<file path="config.mk">
export PLATFORM = sky130hd
export DESIGN_NAME = cslrq_top
export DESIGN_NICKNAME = d
export VERILOG_FILES = /design/src/cslrq_lamp_lim.v /design/src/cslrq_top.v
export VERILOG_INCLUDE_DIRS = /design/src
export SDC_FILE = /design/constraint.sdc
export NUM_CORES = 1
export LEC_CHECK = 0
export BUFFER_PORTS_ARGS = -buffer_cell sky130_fd_sc_hd__buf_2
export CAP_MARGIN = 20
export CORE_ASPECT_RATIO = 0.9
export CORE_MARGIN = 4
export CORE_UTILIZATION = 55
export DETAILED_ROUTE_END_ITERATION = 12
export PLACE_DENSITY = 0.76
export REMOVE_ABC_BUFFERS = 1
export SLEW_MARGIN = 5
export SYNTH_ARGS = -nofsm -noshare
export SYNTH_HDL_FRONTEND = slang
export SYNTH_SLANG_ARGS = --single-unit
</file>
<file path="constraint.sdc">
create_clock -name i_core_clk -period 2.4 [get_ports i_core_clk]
set_input_delay 0.6 -clock i_core_clk [delete_from_list [all_inputs] [get_ports i_core_clk]]
set_output_delay 0.6 -clock i_core_clk [all_outputs]
set_load 0.05 [all_outputs]
</file>
<file path="src/cslrq_map.vh">
// Constants for the lamp and diagnostic-interrupt block.
// Assumes a 50 MHz core clock; included by bare name.
`ifndef CSLRQ_MAP_VH
`define CSLRQ_MAP_VH

`define CSLRQ_CLK_HZ          50000000
// Activity timeout 0.5 s, written as 500 ms
`define CSLRQ_ACT_MS          500
`define CSLRQ_ACT_CYC         ((`CSLRQ_CLK_HZ / 1000) * `CSLRQ_ACT_MS)
// Channel lamp toggle limit 12 Hz: least half period between toggles
`define CSLRQ_LIM_HZ          12
`define CSLRQ_LIM_CYC         (`CSLRQ_CLK_HZ / (2 * `CSLRQ_LIM_HZ))
// Fault lamp flash rate (half period), about 2 Hz
`define CSLRQ_FLASH_HZ        2
`define CSLRQ_FLASH_CYC       (`CSLRQ_CLK_HZ / (2 * `CSLRQ_FLASH_HZ))

// Diagnostic vector bit positions
`define CSLRQ_D_PARAM         0
`define CSLRQ_D_HWLOST        1
`define CSLRQ_D_UNAVAIL       2
`define CSLRQ_D_INTERNAL      3
`define CSLRQ_D_WDOG          4
`define CSLRQ_D_WIREBRK       5
`define CSLRQ_D_GENERAL       6
`define CSLRQ_D_LOADMISS      7
`define CSLRQ_D_ENCSHORT      8
`define CSLRQ_D_OUTFAULT      9
`define CSLRQ_D_SUPPLY        10
`define CSLRQ_D_TRACK         11
`define CSLRQ_D_OVERTEMP      12
`define CSLRQ_D_W             13
`define CSLRQ_D_ZERO          13'h0000

// Register offsets
`define CSLRQ_A_CTRL          4'h0
`define CSLRQ_A_STAT          4'h1
`define CSLRQ_A_MASK          4'h2
`define CSLRQ_A_PEND          4'h3
// Control bit positions
`define CSLRQ_C_PARAM_OK      0
`define CSLRQ_C_PUSHPULL      1
`define CSLRQ_C_WB_EN         2
`define CSLRQ_C_ADD_EN        3
`define CSLRQ_C_FAST          4
`define CSLRQ_C_MOTION        5
`define CSLRQ_C_NEWREV        6
`define CSLRQ_CTRL_RST        7'h00
`define CSLRQ_MASK_RST        13'h0000

`endif

</file>
<file path="src/cslrq_lamp_lim.v">
// One channel lamp with toggle-rate limiter.
// Assumes a synchronous signal level on i_sig.
`timescale 1ns/1ps
`include "cslrq_map.vh"

module cslrq_lamp_lim (
   // Clock and reset
   input  wire i_core_clk,
   input  wire i_rst,
   // Signal level
   input  wire i_sig,
   // Lamp
   output reg  o_lamp
);
   localparam integer LIM_I = `CSLRQ_LIM_CYC;
   localparam [20:0]  LIM   = LIM_I[20:0];
   reg [20:0] hold_r;

   // Lamp may only change once the hold time has run out; a fast signal
   // thus blinks at the limit rate instead of tracking.
   always @(posedge i_core_clk) begin
      if (i_rst) begin
         o_lamp <= 1'b0;
         hold_r <= 21'h00_0000;
      end else if (hold_r != 21'h00_0000) begin
         hold_r <= hold_r - 21'h00_0001;
      end else if (o_lamp != i_sig) begin
         o_lamp <= i_sig;
         hold_r <= LIM - 21'h00_0001;
      end
   end
endmodule // cslrq_lamp_lim

</file>
<file path="src/cslrq_top.v">
// Lamp drive and diagnostic-interrupt logic of a one-channel counter.
// Assumes synchronous inputs; software port with read data one cycle late.
// How it works
// - Fault lamp dark without backplane supply
// - Fault lamp flashes until parameters assigned
// - Fault lamp steady when assigned, no diagnostics
// - Diagnostics flash red; cleared errors give green
// - Supply lamps show supply and encoder faults
// - Channel lamps follow signal or output level
// - Channel lamps toggle at most about 12 Hz
// - Direction lamps off after 0.5 s idle
// - Up lamp after recent incrementing pulse
// - Down lamp after recent decrementing pulse
// - Fatal class diagnostics always latch; interrupt when unmasked
// - Wire break monitored for push-pull, enable gated
// - Additional diagnostics interrupt only when enabled
// - No lost-interrupt diagnostic in fast/motion modes
// - New revision folds supply error into load missing
// - Block keeps running after an interrupt
// - Lost interrupt when previous still unprocessed
// - Invalid track transition on too small phase
//
// Implementation choices: the address-and-strobe port and the register addresses.
`timescale 1ns/1ps
`include "cslrq_map.vh"

module cslrq_top (
   // Clock and reset
   input  wire        i_core_clk,
   input  wire        i_rst,
   // Supply state
   input  wire        i_bus_supply_ok,
   input  wire        i_load_supply_ok,
   input  wire        i_enc_supply_fault,
   input  wire        i_undervoltage,
   // Channel signals
   input  wire        i_track_a,
   input  wire        i_track_b,
   input  wire        i_track_n,
   input  wire [2:0]  i_aux_input_m,
   input  wire [1:0]  i_out_cmd,
   // Count pulses
   input  wire        i_count_pulse,
   input  wire        i_count_up,
   // Fault detections
   input  wire        i_param_err,
   input  wire        i_hw_irq_req,
   input  wire        i_hw_irq_ack,
   input  wire        i_unavail,
   input  wire        i_internal_err,
   input  wire        i_wdog_trip,
   input  wire        i_wire_break,
   input  wire        i_general_err,
   input  wire        i_out_fault,
   input  wire        i_overtemp,
   input  wire        i_track_phase_short,
   // Register port
   input  wire [3:0]  i_addr,
   input  wire [15:0] i_wdata,
   input  wire        i_wr,
   input  wire        i_rd,
   output reg  [15:0] o_rdata,
   // Lamps
   output reg         o_fault_lamp_red,
   output reg         o_fault_lamp_green,
   output reg         o_bus_power_lamp,
   output reg         o_load_supply_lamp,
   output wire        o_track_a_lamp,
   output wire        o_track_b_lamp,
   output wire        o_track_n_lamp,
   output wire [2:0]  o_aux_input_lamp,
   output wire [1:0]  o_out_lamp,
   output reg         o_count_up_lamp,
   output reg         o_count_down_lamp,
   // Interrupt
   output wire        o_irq
);
   // Counts fit their counters; slice on purpose from the integer form
   localparam integer ACT_I   = `CSLRQ_ACT_CYC;
   localparam integer FLASH_I = `CSLRQ_FLASH_CYC;
   localparam [24:0] ACT   = ACT_I[24:0];
   localparam [23:0] FLASH = FLASH_I[23:0];
   localparam [1:0]  FL_OFF = 2'b01;
   localparam [1:0]  FL_ON  = 2'b10;

   reg [6:0]           ctrl_r;
   reg [`CSLRQ_D_W-1:0] stat_r;
   reg [`CSLRQ_D_W-1:0] mask_r;
   reg [`CSLRQ_D_W-1:0] prev_r;
   reg                 hw_pend_r;
   reg [24:0]          act_r;
   reg                 dir_up_r;
   reg [23:0]          flash_cnt_r;
   reg [1:0]           flash_st_r;
   reg [1:0]           flash_st_nxt;

   wire param_ok = ctrl_r[`CSLRQ_C_PARAM_OK];
   wire low_lat  = ctrl_r[`CSLRQ_C_FAST] | ctrl_r[`CSLRQ_C_MOTION];
   wire new_rev  = ctrl_r[`CSLRQ_C_NEWREV];

   // Lost hardware interrupt: new request while previous unacknowledged
   wire hw_lost = i_hw_irq_req & hw_pend_r & ~i_hw_irq_ack & ~low_lat;

   always @(posedge i_core_clk) begin
      if (i_rst)
         hw_pend_r <= 1'b0;
      else if (i_hw_irq_req)
         hw_pend_r <= 1'b1;
      else if (i_hw_irq_ack)
         hw_pend_r <= 1'b0;
   end

   // Present fault levels
   reg [`CSLRQ_D_W-1:0] cond;
   always @* begin
      cond = `CSLRQ_D_ZERO;
      cond[`CSLRQ_D_PARAM]    = i_param_err;
      cond[`CSLRQ_D_HWLOST]   = hw_lost;
      cond[`CSLRQ_D_UNAVAIL]  = i_unavail;
      cond[`CSLRQ_D_INTERNAL] = i_internal_err;
      cond[`CSLRQ_D_WDOG]     = i_wdog_trip;
      cond[`CSLRQ_D_WIREBRK]  = i_wire_break & ctrl_r[`CSLRQ_C_PUSHPULL];
      cond[`CSLRQ_D_GENERAL]  = i_general_err;
      cond[`CSLRQ_D_LOADMISS] = ~i_load_supply_ok | (new_rev & i_undervoltage);
      cond[`CSLRQ_D_ENCSHORT] = i_enc_supply_fault;
      cond[`CSLRQ_D_OUTFAULT] = i_out_fault;
      cond[`CSLRQ_D_SUPPLY]   = i_undervoltage & ~new_rev;
      cond[`CSLRQ_D_TRACK]    = i_track_phase_short;
      cond[`CSLRQ_D_OVERTEMP] = i_overtemp;
   end

   // Interrupt eligibility by class
   function [`CSLRQ_D_W-1:0] irq_enable;
      input [6:0] c;
      begin
         irq_enable = 13'h001F;
         irq_enable[`CSLRQ_D_WIREBRK] = c[`CSLRQ_C_WB_EN];
         irq_enable[12:6] = {7{c[`CSLRQ_C_ADD_EN]}};
      end
   endfunction

   // Rising edge of each interrupt-enabled condition is one detection event
   wire [`CSLRQ_D_W-1:0] evt = cond & ~prev_r & irq_enable(ctrl_r);
   wire [`CSLRQ_D_W-1:0] w1c = (i_wr && i_addr == `CSLRQ_A_STAT) ?
                               i_wdata[`CSLRQ_D_W-1:0] : `CSLRQ_D_ZERO;

   // Set wins over write-one clear; nothing here halts the block
   always @(posedge i_core_clk) begin
      if (i_rst) begin
         stat_r <= `CSLRQ_D_ZERO;
         prev_r <= `CSLRQ_D_ZERO;
      end else begin
         stat_r <= (stat_r & ~w1c) | evt;
         prev_r <= cond;
      end
   end

   assign o_irq = |(stat_r & mask_r);

   // Control and mask registers
   always @(posedge i_core_clk) begin
      if (i_rst) begin
         ctrl_r <= `CSLRQ_CTRL_RST;
         mask_r <= `CSLRQ_MASK_RST;
      end else if (i_wr) begin
         if (i_addr == `CSLRQ_A_CTRL)
            ctrl_r <= i_wdata[6:0];
         if (i_addr == `CSLRQ_A_MASK)
            mask_r <= i_wdata[`CSLRQ_D_W-1:0];
      end
   end

   // Read data one cycle after the strobe; unmapped reads zero
   always @(posedge i_core_clk) begin
      if (i_rst)
         o_rdata <= 16'h0000;
      else if (i_rd) begin
         case (i_addr)
            `CSLRQ_A_CTRL: o_rdata <= {9'h000, ctrl_r};
            `CSLRQ_A_STAT: o_rdata <= {3'h0, stat_r};
            `CSLRQ_A_MASK: o_rdata <= {3'h0, mask_r};
            `CSLRQ_A_PEND: o_rdata <= {3'h0, cond};
            default:       o_rdata <= 16'h0000;
         endcase
      end else
         o_rdata <= 16'h0000;
   end

   // Flash timebase for the fault lamp
   always @* begin
      case (flash_st_r)
         FL_OFF:  flash_st_nxt = (flash_cnt_r == 24'h00_0000) ? FL_ON : FL_OFF;
         FL_ON:   flash_st_nxt = (flash_cnt_r == 24'h00_0000) ? FL_OFF : FL_ON;
         default: flash_st_nxt = FL_OFF;
      endcase
   end

   always @(posedge i_core_clk) begin
      if (i_rst) begin
         flash_st_r  <= FL_OFF;
         flash_cnt_r <= FLASH - 24'h00_0001;
      end else begin
         flash_st_r  <= flash_st_nxt;
         flash_cnt_r <= (flash_cnt_r == 24'h00_0000) ? FLASH - 24'h00_0001 :
                        flash_cnt_r - 24'h00_0001;
      end
   end

   wire flash_on = (flash_st_r == FL_ON);
   // Any pending condition counts as module diagnostics
   wire fault_indicator_lamp_any = |cond;

   // Fault lamp: green steady when all well, red flash on diagnostics
   always @(posedge i_core_clk) begin
      if (i_rst) begin
         o_fault_lamp_red   <= 1'b0;
         o_fault_lamp_green <= 1'b0;
      end else if (!i_bus_supply_ok) begin
         o_fault_lamp_red   <= 1'b0;
         o_fault_lamp_green <= 1'b0;
      end else if (!param_ok) begin
         o_fault_lamp_red   <= 1'b0;
         o_fault_lamp_green <= flash_on;
      end else if (fault_indicator_lamp_any) begin
         o_fault_lamp_red   <= flash_on;
         o_fault_lamp_green <= 1'b0;
      end else begin
         o_fault_lamp_red   <= 1'b0;
         o_fault_lamp_green <= 1'b1;
      end
   end

   // Supply lamps
   always @(posedge i_core_clk) begin
      if (i_rst) begin
         o_bus_power_lamp   <= 1'b0;
         o_load_supply_lamp <= 1'b0;
      end else begin
         o_bus_power_lamp   <= i_load_supply_ok;
         o_load_supply_lamp <= i_load_supply_ok & ~i_enc_supply_fault &
                               ~i_undervoltage;
      end
   end

   // Direction lamps with activity timeout
   always @(posedge i_core_clk) begin
      if (i_rst) begin
         act_r    <= 25'h000_0000;
         dir_up_r <= 1'b0;
      end else if (i_count_pulse) begin
         act_r    <= ACT;
         dir_up_r <= i_count_up;
      end else if (act_r != 25'h000_0000)
         act_r <= act_r - 25'h000_0001;
   end

   always @(posedge i_core_clk) begin
      if (i_rst) begin
         o_count_up_lamp   <= 1'b0;
         o_count_down_lamp <= 1'b0;
      end else begin
         o_count_up_lamp   <= (act_r != 25'h000_0000) & dir_up_r;
         o_count_down_lamp <= (act_r != 25'h000_0000) & ~dir_up_r;
      end
   end

   // Channel lamps, one limiter each
   wire [7:0] ch_sig = {i_out_cmd, i_aux_input_m, i_track_n, i_track_b, i_track_a};
   wire [7:0] ch_lamp;
   genvar g;
   generate
      for (g = 0; g < 8; g = g + 1) begin : g_ch
         cslrq_lamp_lim u_lim (
            .i_core_clk (i_core_clk),
            .i_rst      (i_rst),
            .i_sig      (ch_sig[g]),
            .o_lamp     (ch_lamp[g])
         );
      end
   endgenerate

   assign o_track_a_lamp   = ch_lamp[0];
   assign o_track_b_lamp   = ch_lamp[1];
   assign o_track_n_lamp   = ch_lamp[2];
   assign o_aux_input_lamp = ch_lamp[5:3];
   assign o_out_lamp       = ch_lamp[7:6];
endmodule // cslrq_top

</file>
==> results.yml <==
sta:
  fin_skew_ns: 0.00658
  drv_slew: 0
  whs_ns: 0.284
  relSlewSlack_pct: 43.2
  final_hold_viol_count: 0
  final.min_clock_period_ns: 2.39
  max_freq_ghz: 0.419
  tns_ns: 0
  finalSetupViolations: 0
  worstMarginPinSlew_ns: 0.849
  rsz0062_at_grt: "yes"
  period_share_pct: 99.5
floorplan:
  die-area_mm2: 0.0272
  num_io_pins: 80
  die_h_um: 157
  die_w_um: 173
  start_util_pct: 55.8
  rows: 54
  fp.coreArea_mm2: 0.0243
setup_path:
  cp-end-kind: "primary output"
  cp.required_ns: 1.80
  critPathBufInv: 1
  critPathKind: "register to primary output"
  reg2reg_slack_ns: 0.10
  worst_ep_arrival_time_ns: 1.79
  worstPathCellList: "a22oi_2 > nand2_1 > a221oi_2 > nand3_1 > buf_6"
  reg2reg_depth: 5
  slowest_stage: "dfxtp_2"
  reg2reg_from: "g_ch[1].u_lim.hold_r[16]"
  critPathLaunchType: "register"
  crit_path_start: "stat_r[0]"
  cp_slowest_stage_delay_ns: 0.33
  crit_family: "compound AO/OA/AOI/OAI gates"
  regToRegEndpoint: "g_ch[1].u_lim.hold_r[19]"
  crit_path_max_fanout: 3
drt:
  vias_per_cell: 5.89
  ant_nets: 0
  wire_per_inst_um: 14.9
  routed_wirelength_um: 30400
  drt_pass1_iterations: 7
  drtIter0Drc: 799
  drc: 0
  dr_total_vias: 12000
clocking:
  clk_pin_slew_ns: 0.06
  insertion_delay_ns: 0.55
  cts_sinks: 294
  clock_path_buffers: 3
  cts-root-buf: "clkbuf_16"
  htree_levels: 1
  cts_made_buffers: 31
  cts_tree: "yes"
layout:
  multiInputGateArea_mm2: 0.00730
  syn2layout_area_growth_pct: 16.5
  layoutNonFillerInstCount: 2035
  fin_nets: 1765
  n_fill_cell: 2018
  stdcell_area_mm2: 0.0158
  seq_area_mm2: 0.00589
  utilization_pct: 65.0
  drive_above_1_share_pct: 14.9
outcome:
  status: "complete, no violations"
grt:
  antenna_found_initial: 1
  grt_pass1_vias: 11400
  grt_pass1_wl_um: 52400
  gr-usage-all-layers_pct: 21.7
  grt_max_degree: 85
  overflow: 0
hold_path:
  whs_endpoint: "g_ch[3].u_lim.hold_r[17]"
  hold_path_startpoint: "i_rst"
  worstHoldPathType: "primary input to register"
  hold_path_depth: 2
synthesis:
  yosys.area.top_type: "dfxtp_1"
  syn-cell-area_mm2: 0.0135
  synthArstFlopShare_pct: 0
  syn-instance-count: 1588
  yosys-top-cells-area: "dfxtp_1 (44%), xnor2_1 (5.4%), nor2_1 (5.3%)"
  synth-seq-cells: 294
  synthFlopType: "dfxtp_1"
  synthDistinctLibCells: 75
  yosysTopAreaCellShare_pct: 43.5
  seq_area_frac_synth_pct: 43.5
  synth_edf_count: 0
  synth_area_per_cell_um2: 8.52
  yosys_warnings: 0
power:
  peakVddDrop_v: 0.000823
  cellLeakagePower_nw: 5.91
  p_per_area_mw_per_mm2: 1320
run:
  max_cap_violations: 0
placed_design:
  dpl.hpwl_um: 20600
  io_buffers: 73
  routabilityCongestion: 0.849
  post_dp_cell_area_mm2: 0.0146
  dpl.cell_count: 1977
==> report_power, final <==
group          leakage (nW)  switching (W)  internal [W]  total, W
clock network         0.521        0.00193       0.00299   0.00492
registers              2.41        0.00102       0.00590   0.00693
logic                  2.98        0.00506       0.00397   0.00903
==> final cells by class <==
| cell class | count | share of cell area [%] |
|---|---|---|
| clock inverter | 16 | 1.34 |
| tap | 308 | 2.45 |
| timing repair buffer | 152 | 6.48 |
| multi-input combinational | 1194 | 46.3 |
| inverter | 30 | 0.715 |
| sequential | 294 | 37.4 |
| clock buffer | 40 | 5.33 |
| antenna | 1 | 0.0159 |
==> metal layers <==
layer	track usage [%]	share of wire [%]	vias to the layer above
met5	0	0	-
met4	4.67	1.8	0
met3	3.55	4.8	39
met2	37.1	46	273
met1	29.4	47	5628
li1	-	-	6053
==> cells in the final DEF (no fill, tap or decap), types with 38 or more instances in the layout <==
cell	n
xnor2_1	83
buf_4	75
a211oi_1	66
nand2_1	142
or3_1	38
nor4_1	48
nor3_1	106
dfxtp_1	293
or4_1	42
nor2_1	190
a21oi_1	124
buf_2	71
==> worst max path at each step <==
stage / to / slack, ns / cells after the start
floorplan: g_ch[2].u_lim.hold_r[17] / -0.48 / 7
global placement: act_r[13] / 0.008 / 6
detailed placement: act_r[2] / -0.02 / 6
CTS: o_irq / -0.002 / 5
global route: o_irq / -0.04 / 5
finish: o_irq / 0.01 / 5
==> per-stage QoR <==
step	setup slack, ns	power [W]
after global placement	0.00769	0.0156
after CTS	-0.00247	0.0209
after detailed placement	-0.0151	0.0158
after floorplan	-0.480	0.0133
after global routing	-0.0412	0.0225
final	0.0111	0.0209
==> repair_timing <==
| action | in CTS | in global routing |
|---|---|---|
| resized for setup | 5 | 14 |
| setup buffers | 0 | 1 |
| endpoints found under the setup margin | 8 | 36 |
| hold buffers | 0 | 0 |
| pin swaps | 1 | 5 |
==> state kept, by name, indices dropped and copies added (netlist names), 2 cells and up <==
signal	cells
act_r	25
ctrl_r	7
flash_cnt_r	24
flash_st_r	2
g_ch.u_lim.hold_r	168
g_ch.u_lim.o_lamp	8
mask_r	13
o_rdata	13
prev_r	13
stat_r	13
==> synthesized netlist by cell type (all sizes together) (17+ instances only) <==
| cell | instances |
|---|---|
| a2111oi | 18 |
| a211oi | 66 |
| a21oi | 124 |
| a22oi | 19 |
| a311oi | 17 |
| buf | 18 |
| clkbuf | 54 |
| dfxtp | 294 |
| inv | 29 |
| nand2 | 144 |
| nand3 | 31 |
| nor2 | 192 |
| nor2b | 22 |
| nor3 | 109 |
| nor4 | 56 |
| o21ai | 25 |
| or3 | 39 |
| or4 | 48 |
| xnor2 | 83 |
| xor2 | 23 |
==> cell families (layout without fill, tap and decap cells) <==
family | count (synthesis) | after routing | share of synthesized area, %
AOI/OAI and AO/OA | 327 | 327 | 16.0
xor gates and xnor gates | 106 | 106 | 6.86
adders and majority gates | 13 | 13 | 1.20
buffers and inverters | 102 | 238 | 3.25
DFF | 294 | 294 | 43.5
muxes | 17 | 17 | 1.28
other | 1 | 4 | 0.0277
and+or+nand+nor | 728 | 728 | 27.9
Note: power is estimated with default switching activity, not from simulation.
